===== config.mk =====
export PLATFORM = sky130hd
export DESIGN_NAME = cfs_sched
export DESIGN_NICKNAME = d
export VERILOG_FILES = /design/src/rtl/cfs_pkg.sv /design/src/rtl/cfs_sched.sv /design/src/rtl/cfs_fifo.sv /design/src/rtl/cfs_period.sv
export SDC_FILE = /design/constraint.sdc
export NUM_CORES = 2
export LEC_CHECK = 0
export BUFFER_PORTS_ARGS = -buffer_cell sky130_fd_sc_hd__buf_4
export CORE_UTILIZATION = 25
export CTS_BUF_LIST = sky130_fd_sc_hd__clkbuf_16
export CTS_CLUSTER_SIZE = 28
export DETAILED_ROUTE_END_ITERATION = 6
export HOLD_SLACK_MARGIN = 0.08
export SYNTH_ARGS = -nofsm -noshare
export SYNTH_HDL_FRONTEND = slang
export SYNTH_SLANG_ARGS = --single-unit

===== constraint.sdc =====
create_clock -name clk_i -period 5 [get_ports clk_i]
set_clock_uncertainty 0.15 [all_clocks]
set_input_delay 1 -clock clk_i [delete_from_list [all_inputs] [get_ports clk_i]]
set_output_delay 1 -clock clk_i [all_outputs]
set_load 0.03 [all_outputs]

===== src/rtl/cfs_pkg.sv =====
package cfs_pkg;
    // ==========================================
    // register offsets (byte addresses)
    localparam logic [7:0] ADR_CTRL   = 8'h00;
    localparam logic [7:0] ADR_PERIOD = 8'h04;
    localparam logic [7:0] ADR_ID     = 8'h08;
    localparam logic [7:0] ADR_TXLO   = 8'h0C;
    localparam logic [7:0] ADR_TXHI   = 8'h10;
    localparam logic [7:0] ADR_TXCMD  = 8'h14;
    localparam logic [7:0] ADR_TXTS   = 8'h18;
    localparam logic [7:0] ADR_STAT   = 8'h1C;
    localparam logic [7:0] ADR_RXID   = 8'h20;
    localparam logic [7:0] ADR_RXLO   = 8'h24;
    localparam logic [7:0] ADR_RXHI   = 8'h28;
    // ==========================================
    // control and command field positions
    localparam int CTRL_RUN   = 0;
    localparam int CTRL_IFACE = 1;
    localparam int CTRL_OUT   = 2;
    localparam int CTRL_MODE  = 3;
    localparam int CTRL_EVENT = 5;
    localparam int CTRL_TRIG  = 6;
    localparam int CTRL_STIM  = 7;
    localparam int CMD_RTR    = 11;
    // ==========================================
    // modes and stream output timing
    localparam logic [1:0] MODE_SP     = 2'h0;
    localparam logic [1:0] MODE_QUEUE  = 2'h1;
    localparam logic [1:0] MODE_STREAM = 2'h2;
    localparam logic [1:0] STIM_IMMED  = 2'h0;
    // ==========================================
    // widths, reset values, timing
    localparam int ID_W   = 11;
    localparam int DATA_W = 64;
    localparam int TS_W   = 32;
    localparam int PER_W  = 24;
    localparam int RXF_W  = 1 + ID_W + DATA_W;
    localparam logic [31:0] CTRL_RST = 32'h0000_0000;
    localparam logic [10:0] ID_RST   = 11'h000;
    localparam int CLK_MHZ       = 20;
    localparam int TX_PERIOD_US  = 10;
    localparam logic [PER_W-1:0] PERIOD_RST = PER_W'(TX_PERIOD_US * CLK_MHZ);
    // ==========================================
    // transmit scheduler states, one bit flips per step except GAP back to IDLE
    typedef enum logic [1:0] {
        ST_IDLE = 2'b00,
        ST_SEND = 2'b01,
        ST_GAP  = 2'b11
    } cfs_state_t;
endpackage : cfs_pkg


===== src/rtl/cfs_sched.sv =====
// Overview of operation
// - input takes data frames, output sends them; payload maps to host words.
// - cyclic data frames repeat with spacing equal to the configured period.
// - cyclic output sends at once on start, then every period regardless of writes.
// - without new payload the previous frame contents are resent unchanged.
// - single-point and queued input keep received data for the next host read.
// - non-stream input drops received remote frames with no effect on reads.
// - stream input takes every data frame of the cluster for the host.
// - stream input also queues received remote frames for host reads.
// - non-stream output drops remote frames written by the host.
// - stream output sends only written frames, never repeats them.
// - immediate stream timing sends each frame as soon as the bus allows.
// - replay stream timing sends each frame at its own timestamp.
// - event output sends per write; period is the minimum spacing.
// - event output sends nothing more until another host write.
// - remote request frames belong to stream input and stream output; non-stream output never stores them.
// - stopped interface neither transmits nor acknowledges on the bus.
// - with trigger enabled, start waits for a fresh rising trigger edge.
//
// Local design decisions: the Wishbone slave port and the address map.
`timescale 1ns/1ps
module cfs_sched #(
    parameter int FIFO_DEPTH = 4
) (
    // clock and reset
    input  wire logic                        clk_i,
    input  wire logic                        rst_i,
    // wishbone slave
    input  wire logic                        wb_cyc_i,
    input  wire logic                        wb_stb_i,
    input  wire logic                        wb_we_i,
    input  wire logic [7:0]                  wb_adr_i,
    input  wire logic [3:0]                  wb_sel_i,
    input  wire logic [31:0]                 wb_dat_i,
    output logic [31:0]                      wb_dat_o,
    output logic                             wb_ack_o,
    // start trigger and bus acknowledge enable
    input  wire logic                        trig_i,
    output logic                             ack_en_o,
    // frames toward the bus
    output logic                             tx_valid_o,
    output logic [cfs_pkg::ID_W-1:0]         tx_id_o,
    output logic                             tx_rtr_o,
    output logic [cfs_pkg::DATA_W-1:0]       tx_data_o,
    input  wire logic                        tx_done_i,
    // frames from the bus
    input  wire logic                        rx_valid_i,
    output logic                             rx_ready_o,
    input  wire logic [cfs_pkg::ID_W-1:0]    rx_id_i,
    input  wire logic                        rx_rtr_i,
    input  wire logic [cfs_pkg::DATA_W-1:0]  rx_data_i
);
    localparam int IW = cfs_pkg::ID_W;
    localparam int DW = cfs_pkg::DATA_W;
    localparam int FW = cfs_pkg::RXF_W;

    // ==========================================
    // registers and signals
    logic [31:0]              ctrl_reg;
    logic [cfs_pkg::PER_W-1:0] period_reg;
    logic [IW-1:0]            id_reg;
    logic [31:0]              txlo_reg;
    logic [31:0]              txhi_reg;
    logic [cfs_pkg::TS_W-1:0] txts_reg;
    logic [DW-1:0]            pay_reg;
    logic                     ev_pend_reg;
    logic                     st_full_reg;
    logic [IW-1:0]            st_id_reg;
    logic                     st_rtr_reg;
    logic [DW-1:0]            st_data_reg;
    logic [cfs_pkg::TS_W-1:0] st_ts_reg;
    logic [cfs_pkg::TS_W-1:0] now_reg;
    logic                     iface_reg;
    logic                     trig_reg;
    logic                     sess_prev_reg;
    logic                     sp_fresh_reg;
    logic [FW-1:0]            sp_frame_reg;
    cfs_pkg::cfs_state_t      state_reg;
    logic [31:0]              rd_data;
    logic                     req;
    logic                     wr_edge;
    logic                     rd_edge;
    logic                     host_write_call;
    logic                     host_read_call;
    logic                     host_start_call;
    logic                     is_out;
    logic                     is_event;
    logic                     is_stream;
    logic [1:0]               mode;
    logic                     sess_run;
    logic                     sess_go;
    logic                     per_zero;
    logic                     due_sched;
    logic                     due_stream;
    logic                     launch;
    logic                     rx_take;
    logic                     rx_match;
    logic                     fifo_push;
    logic                     fifo_out_valid;
    logic [FW-1:0]            fifo_out_data;
    logic [FW-1:0]            rx_head;
    logic                     rx_avail;
    logic                     cmd_rtr;

    // ==========================================
    // bus decode
    // request edge latches read data, ack edge commits
    assign req     = wb_cyc_i & wb_stb_i;
    assign wr_edge = req & wb_ack_o & wb_we_i;
    assign rd_edge = req & wb_ack_o & ~wb_we_i;
    assign host_write_call = wr_edge & (wb_adr_i == cfs_pkg::ADR_TXCMD);
    assign host_read_call  = rd_edge & (wb_adr_i == cfs_pkg::ADR_RXHI);
    assign host_start_call = wr_edge & (wb_adr_i == cfs_pkg::ADR_CTRL);
    assign cmd_rtr = wb_dat_i[cfs_pkg::CMD_RTR];

    // mode fields
    assign is_out    = ctrl_reg[cfs_pkg::CTRL_OUT];
    assign is_event  = ctrl_reg[cfs_pkg::CTRL_EVENT];
    assign mode      = ctrl_reg[cfs_pkg::CTRL_MODE +: 2];
    assign is_stream = (mode == cfs_pkg::MODE_STREAM);
    assign sess_run  = ctrl_reg[cfs_pkg::CTRL_RUN] & iface_reg;
    assign sess_go   = sess_run & ~sess_prev_reg;

    // byte-lane merge for writes
    function automatic logic [31:0] merge(input logic [31:0] old_v,
                                          input logic [31:0] new_v,
                                          input logic [3:0]  sel);
        logic [31:0] res;
        res = old_v;
        for (int b = 0; b < 4; b++) begin
            if (sel[b]) res[b*8 +: 8] = new_v[b*8 +: 8];
        end
        return res;
    endfunction : merge

    // ack one cycle after request, dropped the cycle after
    always_ff @(posedge clk_i) begin
        if (rst_i) begin
            wb_ack_o <= 1'b0;
            wb_dat_o <= 32'h0000_0000;
        end else begin
            wb_ack_o <= req & ~wb_ack_o;
            if (req & ~wb_ack_o) wb_dat_o <= wb_we_i ? 32'h0000_0000 : rd_data;
        end
    end

    // read mux, unmapped reads as zero
    always_comb begin
        rd_data = 32'h0000_0000;
        case (wb_adr_i)
            cfs_pkg::ADR_CTRL:   rd_data = ctrl_reg;
            cfs_pkg::ADR_PERIOD: rd_data = 32'(period_reg);
            cfs_pkg::ADR_ID:     rd_data = 32'(id_reg);
            cfs_pkg::ADR_TXLO:   rd_data = txlo_reg;
            cfs_pkg::ADR_TXHI:   rd_data = txhi_reg;
            cfs_pkg::ADR_TXTS:   rd_data = txts_reg;
            cfs_pkg::ADR_STAT:   rd_data = {27'h0, ctrl_reg[cfs_pkg::CTRL_IFACE] & ~iface_reg,
                                            st_full_reg, rx_avail, sess_run, iface_reg};
            cfs_pkg::ADR_RXID:   rd_data = 32'({rx_head[FW-1], rx_head[DW +: IW]});
            cfs_pkg::ADR_RXLO:   rd_data = rx_head[31:0];
            cfs_pkg::ADR_RXHI:   rd_data = rx_head[63:32];
            default:             rd_data = 32'h0000_0000;
        endcase
    end

    // ==========================================
    // configuration registers
    always_ff @(posedge clk_i) begin
        if (rst_i) begin
            ctrl_reg   <= cfs_pkg::CTRL_RST;
            period_reg <= cfs_pkg::PERIOD_RST;
            id_reg     <= cfs_pkg::ID_RST;
            txlo_reg   <= 32'h0000_0000;
            txhi_reg   <= 32'h0000_0000;
            txts_reg   <= 32'h0000_0000;
        end else if (wr_edge) begin
            case (wb_adr_i)
                cfs_pkg::ADR_CTRL:   ctrl_reg <= merge(ctrl_reg, wb_dat_i, wb_sel_i);
                cfs_pkg::ADR_PERIOD: period_reg <= cfs_pkg::PER_W'(merge(32'(period_reg),
                                                         wb_dat_i, wb_sel_i));
                cfs_pkg::ADR_ID:     id_reg <= IW'(merge(32'(id_reg), wb_dat_i, wb_sel_i));
                cfs_pkg::ADR_TXLO:   txlo_reg <= merge(txlo_reg, wb_dat_i, wb_sel_i);
                cfs_pkg::ADR_TXHI:   txhi_reg <= merge(txhi_reg, wb_dat_i, wb_sel_i);
                cfs_pkg::ADR_TXTS:   txts_reg <= merge(txts_reg, wb_dat_i, wb_sel_i);
                default:             ;
            endcase
        end
    end

    // ==========================================
    // interface start and stop
    // trigger edge only counts while a start is pending
    always_ff @(posedge clk_i) begin
        if (rst_i) begin
            iface_reg     <= 1'b0;
            trig_reg      <= 1'b0;
            sess_prev_reg <= 1'b0;
        end else begin
            trig_reg      <= trig_i;
            sess_prev_reg <= sess_run;
            if (~ctrl_reg[cfs_pkg::CTRL_IFACE]) iface_reg <= 1'b0;
            else if (~iface_reg & ~host_start_call) begin
                if (~ctrl_reg[cfs_pkg::CTRL_TRIG] | (trig_i & ~trig_reg)) begin
                    iface_reg <= 1'b1;
                end
            end
        end
    end

    // bus acknowledge only while running
    assign ack_en_o = iface_reg;

    // free-running timebase for replay
    always_ff @(posedge clk_i) begin
        if (rst_i) now_reg <= '0;
        else now_reg <= now_reg + cfs_pkg::TS_W'(1);
    end

    // ==========================================
    // host writes: payload shadow, event request, stream holding
    always_ff @(posedge clk_i) begin
        if (rst_i) begin
            pay_reg     <= '0;
            ev_pend_reg <= 1'b0;
            st_full_reg <= 1'b0;
            st_id_reg   <= '0;
            st_rtr_reg  <= 1'b0;
            st_data_reg <= '0;
            st_ts_reg   <= '0;
        end else begin
            if (host_write_call & is_out & ~is_stream & ~cmd_rtr) begin
                pay_reg <= {txhi_reg, txlo_reg};
            end
            // set wins over the launch clear
            if (host_write_call & is_out & ~is_stream & ~cmd_rtr & is_event) begin
                ev_pend_reg <= 1'b1;
            end else if (launch & ~is_stream) begin
                ev_pend_reg <= 1'b0;
            end
            // stream frame held until sent, refused while busy
            if (host_write_call & is_out & is_stream & ~st_full_reg) begin
                st_full_reg <= 1'b1;
                st_id_reg   <= wb_dat_i[IW-1:0];
                st_rtr_reg  <= cmd_rtr;
                st_data_reg <= {txhi_reg, txlo_reg};
                st_ts_reg   <= txts_reg;
            end else if (state_reg == cfs_pkg::ST_SEND & is_stream & tx_done_i) begin
                st_full_reg <= 1'b0;
            end else if (~is_stream | ~is_out) begin
                st_full_reg <= 1'b0;
            end
        end
    end

    // ==========================================
    // scheduling decisions
    cfs_period #(
        .W        (cfs_pkg::PER_W)
    ) u_period (
        .clk_i    (clk_i),
        .rst_i    (rst_i),
        .load_i   (launch & ~is_stream),
        .period_i (period_reg),
        .zero_o   (per_zero)
    );

    // cyclic: first at start then on every expiry; event: pending and spacing met
    always_comb begin
        due_sched = 1'b0;
        if (sess_run & is_out & ~is_stream) begin
            if (is_event) due_sched = ev_pend_reg & per_zero;
            else due_sched = sess_go | per_zero;
        end
    end

    // stream: immediate or at the frame timestamp
    always_comb begin
        due_stream = 1'b0;
        if (sess_run & is_out & is_stream & st_full_reg) begin
            if (ctrl_reg[cfs_pkg::CTRL_STIM +: 2] == cfs_pkg::STIM_IMMED) begin
                due_stream = 1'b1;
            end else begin
                due_stream = (now_reg >= st_ts_reg);
            end
        end
    end

    assign launch = (state_reg == cfs_pkg::ST_IDLE) & (due_sched | due_stream);

    // ==========================================
    // transmit state machine, frame held until done or interface stop
    always_ff @(posedge clk_i) begin
        if (rst_i) begin
            state_reg  <= cfs_pkg::ST_IDLE;
            tx_valid_o <= 1'b0;
            tx_id_o    <= '0;
            tx_rtr_o   <= 1'b0;
            tx_data_o  <= '0;
        end else begin
            case (state_reg)
                cfs_pkg::ST_IDLE: begin
                    if (launch) begin
                        state_reg  <= cfs_pkg::ST_SEND;
                        tx_valid_o <= 1'b1;
                        tx_id_o    <= is_stream ? st_id_reg : id_reg;
                        tx_rtr_o   <= is_stream & st_rtr_reg;
                        tx_data_o  <= is_stream ? st_data_reg : pay_reg;
                    end
                end
                cfs_pkg::ST_SEND: begin
                    if (~iface_reg | tx_done_i) begin
                        state_reg  <= cfs_pkg::ST_GAP;
                        tx_valid_o <= 1'b0;
                    end
                end
                cfs_pkg::ST_GAP: begin
                    state_reg <= cfs_pkg::ST_IDLE;
                end
                default: begin
                    state_reg  <= cfs_pkg::ST_IDLE;
                    tx_valid_o <= 1'b0;
                end
            endcase
        end
    end

    // ==========================================
    // receive path
    // only input sessions keep frames; remote requests go to stream only
    assign rx_take  = rx_valid_i & rx_ready_o & iface_reg & ~is_out;
    assign rx_match = (rx_id_i == id_reg) & ~rx_rtr_i;
    assign fifo_push = rx_take & (is_stream |
                                  (mode == cfs_pkg::MODE_QUEUE & rx_match));

    // queued and stream frames buffered for host reads
    cfs_fifo #(
        .W           (FW),
        .DEPTH       (FIFO_DEPTH)
    ) u_rx_fifo (
        .clk_i       (clk_i),
        .rst_i       (rst_i),
        .in_valid_i  (fifo_push),
        .in_ready_o  (rx_ready_o),
        .in_data_i   ({rx_rtr_i, rx_id_i, rx_data_i}),
        .out_valid_o (fifo_out_valid),
        .out_ready_i (host_read_call & (mode != cfs_pkg::MODE_SP)),
        .out_data_o  (fifo_out_data)
    );

    // single-point keeps the latest value; a new frame wins over a read
    always_ff @(posedge clk_i) begin
        if (rst_i) begin
            sp_fresh_reg <= 1'b0;
            sp_frame_reg <= '0;
        end else if (rx_take & mode == cfs_pkg::MODE_SP & rx_match) begin
            sp_fresh_reg <= 1'b1;
            sp_frame_reg <= {rx_rtr_i, rx_id_i, rx_data_i};
        end else if (host_read_call & mode == cfs_pkg::MODE_SP) begin
            sp_fresh_reg <= 1'b0;
        end
    end

    // host-visible head of the receive side
    assign rx_head  = (mode == cfs_pkg::MODE_SP) ? sp_frame_reg : fifo_out_data;
    assign rx_avail = (mode == cfs_pkg::MODE_SP) ? sp_fresh_reg : fifo_out_valid;
endmodule : cfs_sched


===== src/rtl/cfs_fifo.sv =====
`timescale 1ns/1ps
module cfs_fifo #(
    parameter int W     = 8,
    parameter int DEPTH = 4
) (
    // clock and reset
    input  wire logic         clk_i,
    input  wire logic         rst_i,
    // fill side
    input  wire logic         in_valid_i,
    output logic              in_ready_o,
    input  wire logic [W-1:0] in_data_i,
    // drain side
    output logic              out_valid_o,
    input  wire logic         out_ready_i,
    output logic [W-1:0]      out_data_o
);
    localparam int AW = (DEPTH > 1) ? $clog2(DEPTH) : 1;
    localparam int CW = $clog2(DEPTH + 1);
    logic [W-1:0]  mem [DEPTH];
    logic [AW-1:0] wr_reg;
    logic [AW-1:0] rd_reg;
    logic [CW-1:0] cnt_reg;
    logic [CW-1:0] cnt_next;
    logic          push;
    logic          pop;

    // handshakes and occupancy
    assign push = in_valid_i & in_ready_o;
    assign pop  = out_ready_i & out_valid_o;
    assign out_data_o = mem[rd_reg];
    always_comb begin
        cnt_next = cnt_reg;
        if (push & ~pop) cnt_next = cnt_reg + CW'(1);
        if (pop & ~push) cnt_next = cnt_reg - CW'(1);
    end

    // storage
    always_ff @(posedge clk_i) begin
        if (push) mem[wr_reg] <= in_data_i;
    end

    // pointers and flags, full and empty held in flops
    always_ff @(posedge clk_i) begin
        if (rst_i) begin
            wr_reg      <= '0;
            rd_reg      <= '0;
            cnt_reg     <= '0;
            in_ready_o  <= 1'b1;
            out_valid_o <= 1'b0;
        end else begin
            if (push) wr_reg <= (wr_reg == AW'(DEPTH - 1)) ? '0 : wr_reg + AW'(1);
            if (pop)  rd_reg <= (rd_reg == AW'(DEPTH - 1)) ? '0 : rd_reg + AW'(1);
            cnt_reg     <= cnt_next;
            in_ready_o  <= (cnt_next != CW'(DEPTH));
            out_valid_o <= (cnt_next != '0);
        end
    end
endmodule : cfs_fifo


===== src/rtl/cfs_period.sv =====
`timescale 1ns/1ps
module cfs_period #(
    parameter int W = 24
) (
    // clock and reset
    input  wire logic         clk_i,
    input  wire logic         rst_i,
    // reload and expiry
    input  wire logic         load_i,
    input  wire logic [W-1:0] period_i,
    output logic              zero_o
);
    logic [W-1:0] cnt_reg;
    logic [W-1:0] cnt_next;

    // reload with period-1 so spacing equals period
    always_comb begin
        cnt_next = cnt_reg;
        if (load_i) cnt_next = (period_i == '0) ? '0 : period_i - W'(1);
        else if (cnt_reg != '0) cnt_next = cnt_reg - W'(1);
    end

    // counter, idle expired after reset
    always_ff @(posedge clk_i) begin
        if (rst_i) begin
            cnt_reg <= '0;
            zero_o  <= 1'b1;
        end else begin
            cnt_reg <= cnt_next;
            zero_o  <= (cnt_next == '0);
        end
    end
endmodule : cfs_period


* Word-level counts from Yosys, hierarchy flattened
Memory sizes are Yosys's and may differ from the RTL's. A register that Yosys moved wholly into a read port is not among the register bits. Index checks and enable logic that the tools add are counted.
Word-level totals: RAM bits 304, input bits 128, output and inout port bits 112, memories 1, word-level logic and storage cells 214, register bits 595
Memories:
- u_rx_fifo.mem | depth 4, width 76, read ports 1, clocked after Yosys merged registers in 1, write ports 1, line cfs_fifo.sv:20 | logic [W-1:0] mem [DEPTH];
Operators by class: magnitude comparators 1, reductions and logical operators 38, bitwise operators 65, mux-type cells 34, equality and inequality tests 20, add/subtract/negate cells 7
Operator list (number):
- 32-bit case mux with 10 select lines | 1
- 76-bit two-way mux | 1
- 24-bit two-way mux | 3
- 3-bit AND reduction | 22
- 64-bit two-way mux | 1
- 24-bit zero test | 2
- 24-bit by 1-bit subtractor with 24-bit output (second input constant) | 2
- 1-bit AND | 43
- 32-bit by 1-bit adder with 32-bit output (second input constant) | 1
- 8-bit by 5-bit equality test with 1-bit output (second input constant) | 4
- 32-bit greater-or-equal comparator | 1
- 32-bit two-way mux | 1
- 8-bit by 6-bit equality test with 1-bit output (second input constant) | 3
- 24-bit nonzero test | 1
- 8-bit by 4-bit equality test with 1-bit output (second input constant) | 2
- 1-bit two-way mux | 16
- 1-bit inverter | 16
- 2-bit two-way mux | 6
- 11-bit equality test | 1
- 11-bit two-way mux | 1
- 2-bit equality test (second input constant) | 4
- 8-bit by 3-bit equality test with 1-bit output (second input constant) | 1
- 8-bit zero test | 1
- 2-bit zero test | 3
- other kinds (15) | 28

* Depth between registers and ports, before layout
depth after elaboration 11, gate-level depth with buffers 12, mapped depth without buffers 10

* Cells and area by module
A second synthesis with hierarchy kept.
Unflattened totals: cell total of the unflattened synthesis 3845, area, all modules 38170.4 µm²
By module, submodules not included:
- cfs_sched | cells an instance 3118, area each 24588.6 µm², times used 1
- cfs_fifo | cells an instance 461, area each 11551.1 µm², times used 1
- cfs_period | cells an instance 266, area each 2030.7 µm², times used 1

* Worst setup path before layout
OpenSTA, ideal clock, no wires.
kind in2reg, start point input rx_id_i[6] (netlist name), end point memory u_rx_fifo.mem[0][0] (netlist name), enable pin, buffers on the path 0, cell stages on the path 5, data arrival time 3.750 ns, library setup time 0.443 ns, setup slack 0.657 ns, data required time 4.407 ns, path through xor2_1 -> nor4_1 -> a41oi_1 -> nor2_1 -> and2_1
On the way: cells in the longest elaborated chain, start to end 8
Ends and longest elaborated chain:
- start, declared | line cfs_sched.sv:49 | input wire logic [cfs_pkg::ID_W-1:0] rx_id_i,
- 11-bit equality test | line cfs_sched.sv:331 | assign rx_match = (rx_id_i == id_reg) & ~rx_rtr_i;
- 1-bit AND | line cfs_sched.sv:331
- 1-bit AND | line cfs_sched.sv:333 | (mode == cfs_pkg::MODE_QUEUE & rx_match));
- 1-bit bitwise OR | line cfs_sched.sv:332 | assign fifo_push = rx_take & (is_stream |
- 1-bit AND | line cfs_sched.sv:332
- 1-bit AND | line cfs_fifo.sv:29 | assign push = in_valid_i & in_ready_o;
- 1-bit two-way mux | line cfs_fifo.sv:40 | if (push) mem[wr_reg] <= in_data_i;
- 1-bit two-way mux (implied by the code) | line cfs_fifo.sv:40
- end, declared | line cfs_fifo.sv:20
No other way between the ends.

* Worst setup path in the final report
start point register ctrl_reg[4], end point register tx_data_o[12] (netlist name)
On the way: cells in the longest elaborated chain, start to end 7
Ends and longest elaborated chain:
- start, declared | line cfs_sched.sv:59 | logic [31:0] ctrl_reg;
- start signal, assigned | line cfs_sched.sv:170 | ctrl_reg <= cfs_pkg::CTRL_RST;
- start signal, assigned | line cfs_sched.sv:178 | cfs_pkg::ADR_CTRL: ctrl_reg <= merge(ctrl_reg, wb_dat_i, wb_sel_i);
- 2-bit equality test * | line cfs_sched.sv:120 | assign is_stream = (mode == cfs_pkg::MODE_STREAM);
- 1-bit AND or 1-bit inverter (tied branches) | line cfs_sched.sv:279, cfs_sched.sv:270
- 1-bit AND (on tied branches) | line cfs_sched.sv:279, cfs_sched.sv:270
- 1-bit two-way mux (on tied branches) | line cfs_sched.sv:279, cfs_sched.sv:270
- 1-bit bitwise OR | line cfs_sched.sv:288 | assign launch = (state_reg == cfs_pkg::ST_IDLE) & (due_sched | due_stream);
- 1-bit AND | line cfs_sched.sv:288
- 2-bit AND reduction (no line)
- end signal, assigned | line cfs_sched.sv:307 | tx_data_o <= is_stream ? st_data_reg : pay_reg;
- end, declared | line cfs_sched.sv:44 | output logic [cfs_pkg::DATA_W-1:0] tx_data_o,
Mark *: on every way between the ends. The rest lies on a longest branch, timed or not. A chain may end at the register's enable or synchronous reset.

==> reports/summary.txt <==
Critical Path Source Type: flip-flop
Syn Inst Count: 3761
Fin. max-slew vios: 0
Final worst path period need: 3655 ps
Starting density of the core: 25.23%
Most common cell after layout, fill and taps aside: nand2_1
Via count of the routed design: 29648
Antenna violations before repair: 23
Critical path's slowest cell: a21o_2
Worst-path cell chain: nor2b_4 -> nand3_1 -> nor4_1 -> a22o_1 -> a21o_2 -> buf_4 -> a211oi_1 -> a311oi_1
VDD IR-drop max: 0.2637 mV
Worst setup EP type: flip-flop
Htree depth: 3
Final Hold Fails: 0
Pwr/cell area: 349.3 nW/um^2
Post-synth ARST share: 0%
Hold Crit Depth: 2
Max clock buf depth: 3
Max frequency: 0.2736 GHz
Vias in the first global route: 27735
TritonCTS Buffers: 92
Critical path fanouts, max: 41
Gr usage total: 16.22%
WS Path Type: reg -> reg
Synthesized area: 37300 sq um
R2R cell count: 8
Layout Nets: 4065
# DRC: 0
Hold Crit Class: reg -> reg
Flops & latches, synth: 901
Max reg flops: 304
Stages on worst setup path: 8
Yosys warns: 0
Synth cell types: 72
Final setup violating endpoints: 0
Share of cells above drive strength 1: 14.34%
Routed wire length: 125500 um
RSZ-0062 raised after global routing: no
First-pass GRT wire length: 186600 um
Pin count of the biggest net entering global routing: 152
Fin Setup TNS: 0 ps
Die Wd: 388.2 um
Antenna Violating Nets Remaining: 0
Gp weighted congestion: 0.8715
Crit path required time: 5440 ps
PnR worst setup slack: 1345 ps
Worst-Margin Slew: 1238 ps
CP Buf/Inv Count: 1
Die span in y: 388.2 um
Max-slew headroom: 17.44%
Outcome: finished clean
CTS resizes: 0
Root Buffer: clkbuf_16
Worst path max stage delay: 760 ps
Sinks on the clock net: 901
Place WS: 1084 ps
WL/cell: 21.26 um
Fin crit share: 73.11%
Setup bufs post-CTS: 0
Crit path max-delay family: compound AO/OA/AOI/OAI gates
Max-Cap Viols: 0
Placement Rows: 141
Cts hold-fix bufs: 0
Synth Flop Type: dfxtp_1
Area growth, synth to finish: 18.90%
Global route total overflow: 0
Avg Inst Size Synth: 9.916 sq um
Post-synth EDFFs: 304
Core area: 147800 sq um
CTS tree: yes
I/O Buffers: 239
Register area share after synthesis: 56.52%
Via density: 5.022
Clock-pin slew on the worst setup and hold paths: 60 ps
Initial DRC count: 3413
Final HPWL DP: 85000 um
Critical Path AT: 4100 ps
Leakage: 14.29 nW
Num ports: 240
Syn Nets: 3932
Pre-Repair DR Iteration Count: 6
Clock Latency Late Sink: 720 ps
DIE AREA: 150700 sq um
Most frequent cells in the layout: nand2_1, dfxtp_1, a21oi_1
# fillers: 15248
-- worst reg2reg max path: cells and delay by family, from the launching register on --
family                 cells  cell delay, ps
buffers and inverters      1             570
AND/OR/NAND/NOR            3             850
flip-flops                 1             550
AO/OA/AOI/OAI              4            1430
-- final cells by class --
| cell class | instances | area (sq um) | share of cell area [%] |
|---|---|---|---|
| diodes | 7 | 17.52 | 0.03950 |
| repair buffers | 319 | 2628 | 5.925 |
| clock inverters | 75 | 631.9 | 1.425 |
| inverters | 49 | 183.9 | 0.4147 |
| well taps | 1930 | 2415 | 5.445 |
| clock buffers | 92 | 2302 | 5.191 |
| multi-input cells | 2531 | 15080 | 34.01 |
| flip-flops and latches | 901 | 21090 | 47.55 |
-- metrics by stage --
stage	power (W)	util (%)	hold slack [ps]	instance area, sq um	instances
2_1_floorplan	0.008482	-	281.9	37300	3761
3_3_place_gp	0.008813	28.00	288.7	41390	5730
3_5_place_dp	0.008821	28.00	293.2	41390	5730
4_1_cts	0.01560	29.98	300.9	44330	5897
5_1_grt	0.01599	29.98	315.0	44330	5897
6_report	0.01549	30.00	299.3	44350	5904
-- cells in the mapped netlist (23+ instances only) --
library cell | number | area (sq um)
buf_1 | 27 | 101.4
mux4_2 | 76 | 1712
inv_1 | 49 | 183.9
clkbuf_1 | 243 | 912.1
dfxtp_1 | 597 | 11950
o22ai_1 | 23 | 143.9
o21ai_0 | 52 | 260.3
nand2_1 | 945 | 3547
a211oi_1 | 83 | 623.1
a22oi_1 | 45 | 337.8
a21oi_1 | 479 | 2397
nor2_1 | 128 | 480.5
edfxtp_1 | 304 | 9129
nand3_1 | 169 | 845.8
a311oi_1 | 78 | 683.2
ha_1 | 43 | 538.0
xnor2_1 | 24 | 210.2
mux2i_1 | 83 | 830.8
xor2_1 | 45 | 394.1
nor3_1 | 24 | 120.1
-- power by group --
group / internal [W] / total [W] / switching (W)
Clock: 0.00374 / 0.00680 / 0.00307
Sequential: 0.00761 / 0.00769 / 0.0000737
Combinational: 0.000388 / 0.000998 / 0.000610
-- layer usage --
layer	vias to the layer above	track usage, %	part of all wire, %
li1	13742	-	-
met5	-	0	0.19
met4	36	3.457	1.9
met2	1139	22.66	41
met1	14548	24.32	46
met3	183	4.643	10
-- worst paths after layout --
check / from / end / slack [ps]
worst max register to register: ctrl_reg[4] / tx_data_o[12] / 1340
worst min-delay path: st_data_reg[30] / st_data_reg[30] / 300
worst min register to register: st_data_reg[30] / st_data_reg[30] / 300
worst max-delay path: ctrl_reg[4] / tx_data_o[12] / 1340
-- logic make-up (layout without fill, tap and decap cells) --
group           Yosys count  after routing  synth area share (%)
simple gates           1404           1404                 16.10
xor+xnor                 69             69                 1.620
flops                   901            901                 56.52
compound gates          854            854                 14.08
buf+inv                 329            535                 3.362
mux                     161            161                 6.877
other cells               0              7                     0
fa+ha+maj                43             43                 1.443
Power figures use the tool's default switching activity.
